--- src/include/tmb_pkg.sv ---
/*
  shared constants, types and helpers for the channel B compare/capture
  block and its register file.
  assumes: byte-wide register port with a 4-bit address; one 125 MHz clock.
*/
package tmb_pkg;

  // register offsets on the byte port
  localparam logic [3:0] OFS_CHAN_B_CONTROL = 4'h0;
  localparam logic [3:0] OFS_COUNTER_LOW = 4'h1;
  localparam logic [3:0] OFS_COUNTER_HIGH = 4'h2;
  localparam logic [3:0] OFS_COMPARE_A_LOW = 4'h3;
  localparam logic [3:0] OFS_COMPARE_A_HIGH = 4'h4;
  localparam logic [3:0] OFS_COMPARE_B_LOW = 4'h5;
  localparam logic [3:0] OFS_COMPARE_B_HIGH = 4'h6;
  localparam logic [3:0] OFS_TIMER_CTRL = 4'h7;

  // chan_b_control field positions
  localparam int POS_MODE_SEL = 6;
  localparam int POS_PIN_FUNCTION = 4;
  localparam int POS_OUTPUT_LEVEL = 3;
  localparam int POS_POLARITY = 2;
  localparam int POS_PWM_ALIGN = 0;

  // timer_ctrl field positions
  localparam int POS_TIMER_ON = 0;
  localparam int POS_PIN_DRIVE_EN = 1;
  localparam int POS_CAPTURE_FLAG = 2;
  localparam int POS_OUT_STATE = 3;
  localparam int POS_COUNT_DOWN = 4;

  // reset values
  localparam logic [7:0] RST_CHAN_B_CONTROL = 8'h00;
  localparam logic [9:0] RST_COUNTER = 10'h000;
  localparam logic [9:0] RST_COMPARE = 10'h000;
  localparam logic [7:0] RST_READ_DATA = 8'h00;

  // counter limits
  localparam logic [9:0] CNT_TOP = 10'h3ff;
  localparam logic [9:0] CNT_ZERO = 10'h000;
  localparam logic [9:0] CNT_ONE = 10'h001;

  // channel B operating modes
  typedef enum logic [1:0] {
    MODE_COMPARE = 2'b00,
    MODE_CAPTURE = 2'b01,
    MODE_PWM = 2'b10,
    MODE_TIMER = 2'b11
  } tmb_mode_t;

  // pin function codes, one set per mode other than timer
  localparam logic [1:0] CMP_FN_KEEP = 2'b00;
  localparam logic [1:0] CMP_FN_LOW = 2'b01;
  localparam logic [1:0] CMP_FN_HIGH = 2'b10;
  localparam logic [1:0] CMP_FN_TOGGLE = 2'b11;
  localparam logic [1:0] PWM_FN_INACTIVE = 2'b00;
  localparam logic [1:0] PWM_FN_ACTIVE = 2'b01;
  localparam logic [1:0] PWM_FN_WAVE = 2'b10;
  localparam logic [1:0] PWM_FN_PULSE = 2'b11;
  localparam logic [1:0] CAP_FN_RISE = 2'b00;
  localparam logic [1:0] CAP_FN_FALL = 2'b01;
  localparam logic [1:0] CAP_FN_BOTH = 2'b10;
  localparam logic [1:0] CAP_FN_OFF = 2'b11;

  // pwm alignment codes
  localparam logic [1:0] ALIGN_EDGE = 2'b00;
  localparam logic [1:0] ALIGN_UP = 2'b01;
  localparam logic [1:0] ALIGN_DOWN = 2'b10;
  localparam logic [1:0] ALIGN_BOTH = 2'b11;

  // single pulse sequencer
  typedef enum logic [1:0] {
    SP_IDLE = 2'b00,
    SP_ACTIVE = 2'b01,
    SP_DONE = 2'b10
  } tmb_pulse_t;

  // high byte of a 10-bit value, upper bits read as zero
  function automatic logic [7:0] tmb_high_byte(input logic [9:0] v);
    tmb_high_byte = {6'h00, v[9:8]};
  endfunction : tmb_high_byte

endpackage : tmb_pkg

--- src/rtl/tmb_chan_b_out.sv ---
/*
  channel B output and capture engine: compare, pwm, single pulse and
  edge capture on the three shared channel B pins.
  assumes: pin inputs synchronous to clk; counter and controls come
  from the register file in the same clock domain.
*/
`timescale 1ns/1ps
`default_nettype none
module tmb_chan_b_out
  import tmb_pkg::*;
(
  input wire logic clk,
  input wire logic rst_n,
  input wire logic [1:0] mode_sel,
  input wire logic [1:0] pin_function,
  input wire logic output_level,
  input wire logic [1:0] pwm_align,
  input wire logic timer_on,
  input wire logic timer_on_rise,
  input wire logic [9:0] counter,
  input wire logic count_down,
  input wire logic [9:0] compare_b,
  input wire logic [2:0] pin_in,
  output logic pin_level,
  output logic capture_pulse
);

  // all state of the engine
  typedef struct packed {
    logic lvl;
    logic [2:0] pin_prev;
    tmb_pulse_t sp;
    logic cap;
  } tmb_out_state_t;

  tmb_out_state_t s_reg;
  tmb_out_state_t s_next;
  logic match; // raw comparator B match while running
  logic qmatch; // match qualified by pwm alignment
  logic any_rise; // rising edge on any pin
  logic any_fall; // falling edge on any pin

  // comparator and edge detectors
  always_comb begin
    match = timer_on && (counter == compare_b);
    any_rise = |(pin_in & ~s_reg.pin_prev);
    any_fall = |(~pin_in & s_reg.pin_prev);
    case (pwm_align)
      ALIGN_UP: qmatch = match && !count_down;
      ALIGN_DOWN: qmatch = match && count_down;
      default: qmatch = match;
    endcase
  end

  // next-state logic per mode
  always_comb begin
    s_next = s_reg;
    s_next.pin_prev = pin_in;
    s_next.cap = 1'b0;
    case (tmb_mode_t'(mode_sel))
      MODE_COMPARE: begin
        if (timer_on_rise) begin
          s_next.lvl = output_level;
        end else if (match) begin
          case (pin_function)
            CMP_FN_LOW: begin
              if (output_level != 1'b0) begin
                s_next.lvl = 1'b0;
              end
            end
            CMP_FN_HIGH: begin
              if (output_level != 1'b1) begin
                s_next.lvl = 1'b1;
              end
            end
            CMP_FN_TOGGLE: s_next.lvl = ~s_reg.lvl;
            default: s_next.lvl = s_reg.lvl;
          endcase
        end
      end
      MODE_PWM: begin
        // active level is output_level, inactive its inverse
        case (pin_function)
          PWM_FN_INACTIVE: s_next.lvl = ~output_level;
          PWM_FN_ACTIVE: s_next.lvl = output_level;
          PWM_FN_WAVE: begin
            if (!timer_on) begin
              s_next.lvl = ~output_level;
            end else if (pwm_align == ALIGN_EDGE) begin
              if (match) begin
                s_next.lvl = ~output_level;
              end else if (counter == CNT_ZERO) begin
                s_next.lvl = output_level;
              end
            end else if (qmatch) begin
              s_next.lvl = count_down ? output_level : ~output_level;
            end else if (pwm_align == ALIGN_UP && counter == CNT_ZERO) begin
              s_next.lvl = output_level;
            end else if (pwm_align == ALIGN_DOWN && counter == CNT_TOP) begin
              s_next.lvl = ~output_level;
            end
          end
          default: begin
            // single pulse: active from start until comparator B match
            case (s_reg.sp)
              SP_IDLE: if (timer_on_rise) s_next.sp = SP_ACTIVE;
              SP_ACTIVE: if (match) s_next.sp = SP_DONE;
              SP_DONE: if (timer_on_rise) s_next.sp = SP_ACTIVE;
              default: s_next.sp = SP_IDLE;
            endcase
            s_next.lvl = (s_next.sp == SP_ACTIVE) ? output_level
                                                   : ~output_level;
          end
        endcase
      end
      MODE_CAPTURE: begin
        case (pin_function)
          CAP_FN_RISE: s_next.cap = timer_on && any_rise;
          CAP_FN_FALL: s_next.cap = timer_on && any_fall;
          CAP_FN_BOTH: s_next.cap = timer_on && (any_rise || any_fall);
          default: s_next.cap = 1'b0;
        endcase
      end
      default: s_next.lvl = s_reg.lvl; // timer mode: pin unused
    endcase
  end

  // state register
  always_ff @(posedge clk or negedge rst_n) begin
    if (!rst_n) begin
      s_reg <= '{lvl: 1'b0, pin_prev: 3'h0, sp: SP_IDLE, cap: 1'b0};
    end else begin
      s_reg <= s_next;
    end
  end

  assign pin_level = s_reg.lvl;
  assign capture_pulse = s_reg.cap;

endmodule : tmb_chan_b_out
`default_nettype wire

--- src/rtl/tmb_timer_regs.sv ---
/*
  register file, 10-bit counter and channel B pin drive of the timer.
  assumes: a byte register port with one-cycle strobes and read data in
  the following cycle; three shared channel B pins with separate in,
  out and output enable; pin inputs synchronous to MCLK.
*/
`timescale 1ns/1ps
`default_nettype none
module tmb_timer_regs
  import tmb_pkg::*;
(
  input wire logic MCLK,
  input wire logic RST_N,
  input wire logic [3:0] REG_ADDR,
  input wire logic [7:0] REG_WDATA,
  input wire logic REG_WR,
  input wire logic REG_RD,
  output logic [7:0] REG_RDATA,
  input wire logic CHAN_B_PIN_ZERO_IN,
  input wire logic CHAN_B_PIN_ONE_IN,
  input wire logic CHAN_B_PIN_TWO_IN,
  output logic CHAN_B_PIN_ZERO_OUT,
  output logic CHAN_B_PIN_ONE_OUT,
  output logic CHAN_B_PIN_TWO_OUT,
  output logic CHAN_B_PIN_ZERO_OE,
  output logic CHAN_B_PIN_ONE_OE,
  output logic CHAN_B_PIN_TWO_OE
);

  // all block state but the two reset synchroniser flops in one record
  typedef struct packed {
    logic [7:0] chan_b_control; // mode, function, level, polarity, align
    logic [9:0] compare_value_a; // comparator A value
    logic [9:0] compare_value_b; // comparator B value
    logic [9:0] counter; // running counter
    logic count_down; // counter direction in centre pwm
    logic timer_on_off; // counter run bit
    logic on_prev; // run bit one cycle ago
    logic pin_drive_en; // software pin drive enable
    logic capture_flag; // sticky capture event
    logic [7:0] rdata; // read data, one cycle after read strobe
    logic [2:0] pin_out; // registered pin levels
    logic [2:0] pin_oe; // registered pin enables
  } tmb_regs_state_t;

  tmb_regs_state_t s_reg;
  tmb_regs_state_t s_next;

  logic rst_meta_reg; // reset release, first stage
  logic rst_sync_reg; // reset release, second stage, used everywhere
  logic timer_on_rise; // run bit went low to high
  logic centre_pwm; // counter runs up and down
  logic pin_level; // channel B level from the engine
  logic capture_pulse; // capture event from the engine
  logic wr_ctrl; // write to timer_ctrl
  tmb_mode_t mode; // decoded channel B mode

  // reset release through two flops; assertion stays asynchronous
  always_ff @(posedge MCLK or negedge RST_N) begin
    if (!RST_N) begin
      rst_meta_reg <= 1'b0;
      rst_sync_reg <= 1'b0;
    end else begin
      rst_meta_reg <= 1'b1;
      rst_sync_reg <= rst_meta_reg;
    end
  end

  // decoded controls
  always_comb begin
    mode = tmb_mode_t'(s_reg.chan_b_control[POS_MODE_SEL +: 2]);
    timer_on_rise = s_reg.timer_on_off && !s_reg.on_prev;
    centre_pwm = (mode == MODE_PWM) &&
                 (s_reg.chan_b_control[POS_PWM_ALIGN +: 2] != ALIGN_EDGE);
    wr_ctrl = REG_WR && (REG_ADDR == OFS_TIMER_CTRL);
  end

  // output, pwm and capture engine for channel B
  tmb_chan_b_out u_chan_b_out (
    .clk(MCLK),
    .rst_n(rst_sync_reg),
    .mode_sel(s_reg.chan_b_control[POS_MODE_SEL +: 2]),
    .pin_function(s_reg.chan_b_control[POS_PIN_FUNCTION +: 2]),
    .output_level(s_reg.chan_b_control[POS_OUTPUT_LEVEL]),
    .pwm_align(s_reg.chan_b_control[POS_PWM_ALIGN +: 2]),
    .timer_on(s_reg.timer_on_off),
    .timer_on_rise(timer_on_rise),
    .counter(s_reg.counter),
    .count_down(s_reg.count_down),
    .compare_b(s_reg.compare_value_b),
    .pin_in({CHAN_B_PIN_TWO_IN, CHAN_B_PIN_ONE_IN, CHAN_B_PIN_ZERO_IN}),
    .pin_level(pin_level),
    .capture_pulse(capture_pulse)
  );

  // next state: register writes, counter, capture, reads and pins
  always_comb begin
    s_next = s_reg;
    s_next.on_prev = s_reg.timer_on_off;

    // register writes
    if (REG_WR) begin
      case (REG_ADDR)
        OFS_CHAN_B_CONTROL: begin
          s_next.chan_b_control = REG_WDATA;
        end
        OFS_COMPARE_A_LOW: begin
          s_next.compare_value_a[7:0] = REG_WDATA;
        end
        OFS_COMPARE_A_HIGH: begin
          s_next.compare_value_a[9:8] = REG_WDATA[1:0];
        end
        OFS_COMPARE_B_LOW: begin
          s_next.compare_value_b[7:0] = REG_WDATA;
        end
        OFS_COMPARE_B_HIGH: begin
          s_next.compare_value_b[9:8] = REG_WDATA[1:0];
        end
        OFS_TIMER_CTRL: begin
          s_next.timer_on_off = REG_WDATA[POS_TIMER_ON];
          s_next.pin_drive_en = REG_WDATA[POS_PIN_DRIVE_EN];
        end
        default: begin
          // counter bytes and unmapped offsets ignore writes
        end
      endcase
    end

    // capture flag: write one clears, a new capture wins the same cycle
    if (wr_ctrl && REG_WDATA[POS_CAPTURE_FLAG]) begin
      s_next.capture_flag = 1'b0;
    end
    if (capture_pulse) begin
      s_next.capture_flag = 1'b1;
      s_next.compare_value_b = s_reg.counter;
    end

    // counter: zero on start, hold while stopped
    if (timer_on_rise) begin
      s_next.counter = CNT_ZERO;
      s_next.count_down = 1'b0;
    end else if (s_reg.timer_on_off) begin
      if (!centre_pwm) begin
        // edge aligned and non-pwm modes wrap upward
        s_next.counter = s_reg.counter + CNT_ONE;
        s_next.count_down = 1'b0;
      end else if (s_reg.count_down) begin
        // centre aligned, falling half
        if (s_reg.counter == CNT_ZERO) begin
          s_next.counter = CNT_ONE;
          s_next.count_down = 1'b0;
        end else begin
          s_next.counter = s_reg.counter - CNT_ONE;
        end
      end else begin
        // centre aligned, rising half
        if (s_reg.counter == CNT_TOP) begin
          s_next.counter = s_reg.counter - CNT_ONE;
          s_next.count_down = 1'b1;
        end else begin
          s_next.counter = s_reg.counter + CNT_ONE;
        end
      end
    end else begin
      s_next.counter = s_reg.counter;
    end

    // read data stands only in the cycle after the strobe
    s_next.rdata = RST_READ_DATA;
    if (REG_RD) begin
      case (REG_ADDR)
        OFS_CHAN_B_CONTROL: s_next.rdata = s_reg.chan_b_control;
        OFS_COUNTER_LOW: s_next.rdata = s_reg.counter[7:0];
        OFS_COUNTER_HIGH: begin
          s_next.rdata = tmb_high_byte(s_reg.counter);
        end
        OFS_COMPARE_A_LOW: s_next.rdata = s_reg.compare_value_a[7:0];
        OFS_COMPARE_A_HIGH: begin
          s_next.rdata = tmb_high_byte(s_reg.compare_value_a);
        end
        OFS_COMPARE_B_LOW: s_next.rdata = s_reg.compare_value_b[7:0];
        OFS_COMPARE_B_HIGH: begin
          s_next.rdata = tmb_high_byte(s_reg.compare_value_b);
        end
        OFS_TIMER_CTRL: begin
          s_next.rdata[POS_TIMER_ON] = s_reg.timer_on_off;
          s_next.rdata[POS_PIN_DRIVE_EN] = s_reg.pin_drive_en;
          s_next.rdata[POS_CAPTURE_FLAG] = s_reg.capture_flag;
          s_next.rdata[POS_OUT_STATE] = pin_level;
          s_next.rdata[POS_COUNT_DOWN] = s_reg.count_down;
        end
        default: s_next.rdata = RST_READ_DATA; // unmapped reads zero
      endcase
    end

    // pin levels: polarity applies except in timer mode
    if (mode == MODE_TIMER) begin
      s_next.pin_out = {3{pin_level}};
    end else begin
      s_next.pin_out = {3{pin_level ^
                          s_reg.chan_b_control[POS_POLARITY]}};
    end

    // pin drive only in output modes and when software enables it
    if (s_reg.pin_drive_en &&
        (mode == MODE_COMPARE || mode == MODE_PWM)) begin
      s_next.pin_oe = 3'h7;
    end else begin
      s_next.pin_oe = 3'h0;
    end
  end

  // state register, cleared by the synchronised reset
  always_ff @(posedge MCLK or negedge rst_sync_reg) begin
    if (!rst_sync_reg) begin
      s_reg <= '{
        chan_b_control: RST_CHAN_B_CONTROL,
        compare_value_a: RST_COMPARE,
        compare_value_b: RST_COMPARE,
        counter: RST_COUNTER,
        count_down: 1'b0,
        timer_on_off: 1'b0,
        on_prev: 1'b0,
        pin_drive_en: 1'b0,
        capture_flag: 1'b0,
        rdata: RST_READ_DATA,
        pin_out: 3'h0,
        pin_oe: 3'h0
      };
    end else begin
      s_reg <= s_next;
    end
  end

  // every output straight from the state register
  assign REG_RDATA = s_reg.rdata;
  assign CHAN_B_PIN_ZERO_OUT = s_reg.pin_out[0];
  assign CHAN_B_PIN_ONE_OUT = s_reg.pin_out[1];
  assign CHAN_B_PIN_TWO_OUT = s_reg.pin_out[2];
  assign CHAN_B_PIN_ZERO_OE = s_reg.pin_oe[0];
  assign CHAN_B_PIN_ONE_OE = s_reg.pin_oe[1];
  assign CHAN_B_PIN_TWO_OE = s_reg.pin_oe[2];

endmodule : tmb_timer_regs
`default_nettype wire

--- config.mk ---
export PLATFORM = sky130hd
export DESIGN_NAME = tmb_timer_regs
export DESIGN_NICKNAME = d
export VERILOG_FILES = /design/src/include/tmb_pkg.sv /design/src/rtl/tmb_chan_b_out.sv /design/src/rtl/tmb_timer_regs.sv
export SDC_FILE = /design/constraint.sdc
export NUM_CORES = 1
export LEC_CHECK = 0
export ABC_AREA = 1
export BUFFER_PORTS_ARGS = -buffer_cell sky130_fd_sc_hd__buf_2
export CORE_UTILIZATION = 54
export DETAILED_ROUTE_END_ITERATION = 7
export GPL_TIMING_DRIVEN = 0
export PLACE_DENSITY = 0.76
export SLEW_MARGIN = 20
export SYNTH_ARGS = -nofsm -noshare
export SYNTH_HDL_FRONTEND = slang
export SYNTH_SLANG_ARGS = --single-unit
--- constraint.sdc ---
create_clock -name MCLK -period 1.7 [get_ports MCLK]
set_input_delay 0.34 -clock MCLK [delete_from_list [all_inputs] [get_ports MCLK]]
set_output_delay 0.34 -clock MCLK [all_outputs]
set_load 0.03 [all_outputs]
==> results.json <==
{
  "status": "finished, violations left",
  "violations": "negative setup slack",
  "startpoint": "s_reg[20]$_DFFE_PN0P_",
  "routed_wl_um": 11100,
  "ys_seq_area_share_pct": 42.26,
  "antenna_found_initial": 0,
  "synth_seq_cells": 62,
  "clk_pin_slew_worst_paths_ns": 0.08,
  "synth-edff-count": 0,
  "finalCriticalPeriod_ns": 2.147,
  "row_count": 29,
  "cap_violations": 0,
  "vias_per_cell": 5.852,
  "cp_cell_sequence": "buf_12 > ha_4 > nand2_4 > nor2_4 > nand3_2 > nor2_2 > nand2_2 > o21ai_4 > nand2_4 > clkinv_4 > nor3b_1 > a31oi_1 > o22ai_1",
  "p_total_mw": 5.666,
  "min_from": "CHAN_B_PIN_TWO_IN",
  "boundaryPins": 33,
  "crit_required_ns": 1.91,
  "ant_nets": 0,
  "synth_async_sr_flop_share_pct": 100.0,
  "start_util_pct": 56.84,
  "rsz0062_at_grt": "true",
  "ys_types": 40,
  "portBuffers": 32,
  "max_freq_mhz": 465.7,
  "netSwitchingFraction_pct": 38.58,
  "area_growth_pct": 26.48,
  "worst_setup_path_end_kind": "flop",
  "crit_path_top_delay_cell": "dfrtp_2",
  "synthesis.area_um2": 3671,
  "worst_pin_slew_ns": 0.8057,
  "drt_iter0_markers": 403,
  "cts_tree": "yes",
  "clock_latency_ns": 0.35,
  "p_int_mw": 3.480,
  "crit_arrival_ns": 2.35,
  "pwr-share-seq_pct": 37.0,
  "htreeDepth": 3,
  "clock_skew_ns": 0.01320,
  "crit_top_cell": "nand2_4",
  "crit_path_start_kind": "flop",
  "slew_headroom_pct": 46.28,
  "coreArea_um2": 6459,
  "vias": 3769,
  "die_width_um": 84.45,
  "clock-sinks": 62,
  "post-dp-hpwl_um": 7139,
  "grt_max_degree": 61,
  "grt_overflow_total": 0,
  "synthesis.instances": 482,
  "cts_root_buffer": "clkbuf_8",
  "p_comb_share_pct": 37.6,
  "syn_area_per_cell_um2": 7.616,
  "setup_viol": 12,
  "crit_type": "flop to flop",
  "synthFlopType": "dfrtp_1",
  "grt_pass1_wl_um": 17300,
  "reg2reg_from": "s_reg[20]$_DFFE_PN0P_",
  "ir_drop_v": 0.0007143,
  "crit_fanout": 6,
  "ff2ff_setup_slack_ns": -0.45,
  "cp_top_family": "simple AND/OR/NAND/NOR gates",
  "crit_buf_inv": 2,
  "grt_usage_pct": 31.90,
  "drc": 0,
  "cts_buffer_depth": 2,
  "yosys_warnings": 0,
  "pwr-share-clk_pct": 25.5,
  "synth.net_count": 511,
  "p_leak_nw": 2.315,
  "n_antenna_cell": 0,
  "power_density_nw_per_um2": 1220,
  "cp_slowest_stage_delay_ns": 0.45,
  "grt_pass1_vias": 3547,
  "dieArea_um2": 7132,
  "fp.dieH_um": 84.45,
  "hold_violations": 0,
  "wl_per_cell_um": 17.23,
  "drive_gt1_share_pct": 27.87,
  "hp-class": "primary input to flop",
  "numCtsBuffers": 9,
  "nNetsFinal": 591,
  "finalCritPeriodShare_pct": 126.3,
  "slew_viol_final": 0,
  "whs_ns": 0.1088,
  "drt_pass1_iterations": 4,
  "largest_register_ffs": 40,
  "setup_ws_ns": -0.4473,
  "gp_congestion": 0.9298,
  "switchingPower_mw": 2.186
}
[layer usage]
layer	global-route usage, %	part of all wire (%)
met5	0	0
met4	14.33	3.9
met1	41.85	41
met3	4.916	7.5
met2	52.68	48
[final timing paths]
check | endpoint | cells past startpoint
setup / recovery | s_reg[26]$_DFFE_PN0P_ | 13
hold / removal | u_chan_b_out.s_reg[5]$_DFF_PN0_ | 1
setup reg to reg | s_reg[26]$_DFFE_PN0P_ | 13
hold reg to reg | rst_sync_reg$_DFF_PN0_ | 0
max in group asynchronous | s_reg[26]$_DFFE_PN0P_ | 0
min in group asynchronous | rst_sync_reg$_DFF_PN0_ | 2
[logic make-up after synthesis]
kind of cell	count (synthesis)	share of synthesized area (%)
buffers and inverters	90	10.87
adders and majority gates	10	3.408
xor gates and xnor gates	12	2.863
other	1	0.1022
AOI/OAI and AO/OA	119	18.98
and+or+nand+nor	188	21.51
DFF	62	42.26
[through the flow]
stage,cell area (µm²),utilization (%),setup slack [ns],setup TNS [ns],instances
2_1_floorplan,3680,-,-0.09045,-0.3976,482
3_3_place_gp,3936,60.95,-0.5063,-8.066,591
3_5_place_dp,3939,60.98,-0.4940,-8.176,591
4_1_cts,4494,69.59,-0.1910,-1.438,633
5_1_grt,4643,71.89,-0.5187,-5.216,644
6_report,4643,71.89,-0.4473,-4.501,644
[final cells by class]
class | count | area (µm²)
inverters | 67 | 279.0
multi-input cells | 331 | 1883
repair buffers | 68 | 452.9
well taps | 77 | 96.34
plain buffers | 22 | 147.6
clock inverters | 6 | 86.33
fillers | 521 | 1815
repair inverters | 1 | 5.005
clock buffers | 10 | 127.6
flip-flops and latches | 62 | 1565
[layout by cell type (no fill, tap or decap), types with 3 or more instances in the layout]
cell type	instances
buf_4	45
xor2_1	11
nand2_4	3
dfrtp_1	53
nand2_1	109
nor2_2	5
nand2_2	7
buf_2	33
nand3_1	14
buf_6	4
o22ai_1	15
a221oi_1	5
nor2_1	29
clkinv_2	3
a21oi_1	15
nor2_4	3
inv_4	9
inv_1	53
clkbuf_1	7
o21ai_1	7
inv_2	4
nor3_1	7
a31oi_1	6
clkbuf_8	9
dfrtp_2	8
o211ai_1	5
nand3_2	3
o21ai_0	49
a21oi_2	3
ha_1	8
[power by group through the flow]
stage / clock network, mW / registers (mW) / logic (mW)
6_report: 1.44 / 2.09 / 2.13
5_1_grt: 1.51 / 2.14 / 2.33
4_1_cts: 1.44 / 2.08 / 1.86
3_5_place_dp: 0 / 2.10 / 1.69
3_3_place_gp: 0 / 2.09 / 1.64
2_1_floorplan: 0 / 2.06 / 1.28
[cell usage after synthesis (2+ instances only)]
| cell type | number | area, µm² |
|---|---|---|
| inv_2 | 9 | 33.78 |
| nor2_1 | 36 | 135.1 |
| a31oi_1 | 6 | 37.54 |
| nand2_1 | 114 | 427.9 |
| o21ai_0 | 58 | 290.3 |
| inv_1 | 57 | 214.0 |
| o2111ai_1 | 2 | 17.52 |
| ha_1 | 10 | 125.1 |
| o211ai_1 | 5 | 37.54 |
| o22ai_1 | 15 | 93.84 |
| a21oi_1 | 17 | 85.08 |
| o221ai_1 | 2 | 17.52 |
| xor2_1 | 11 | 96.34 |
| buf_4 | 14 | 105.1 |
| dfrtp_1 | 62 | 1551 |
| clkbuf_1 | 6 | 22.52 |
| buf_2 | 3 | 15.01 |
| a221oi_1 | 5 | 43.79 |
| nand4_1 | 2 | 12.51 |
| nand2_2 | 4 | 25.02 |
| nor3_1 | 9 | 45.04 |
| nand3_1 | 16 | 80.08 |
| a211oi_1 | 2 | 15.01 |
[timing repair]
action                                  in CTS  in global routing
cloned                                       2                  0
hold buffers                                 1                  0
endpoints found under the setup margin      12                 21
pin swaps                                   17                 13
buffers inserted                            24                 11
gates resized for setup                     50                 16
endpoints found under the hold margin        2                  0
Power figures use the tool's default switching activity.
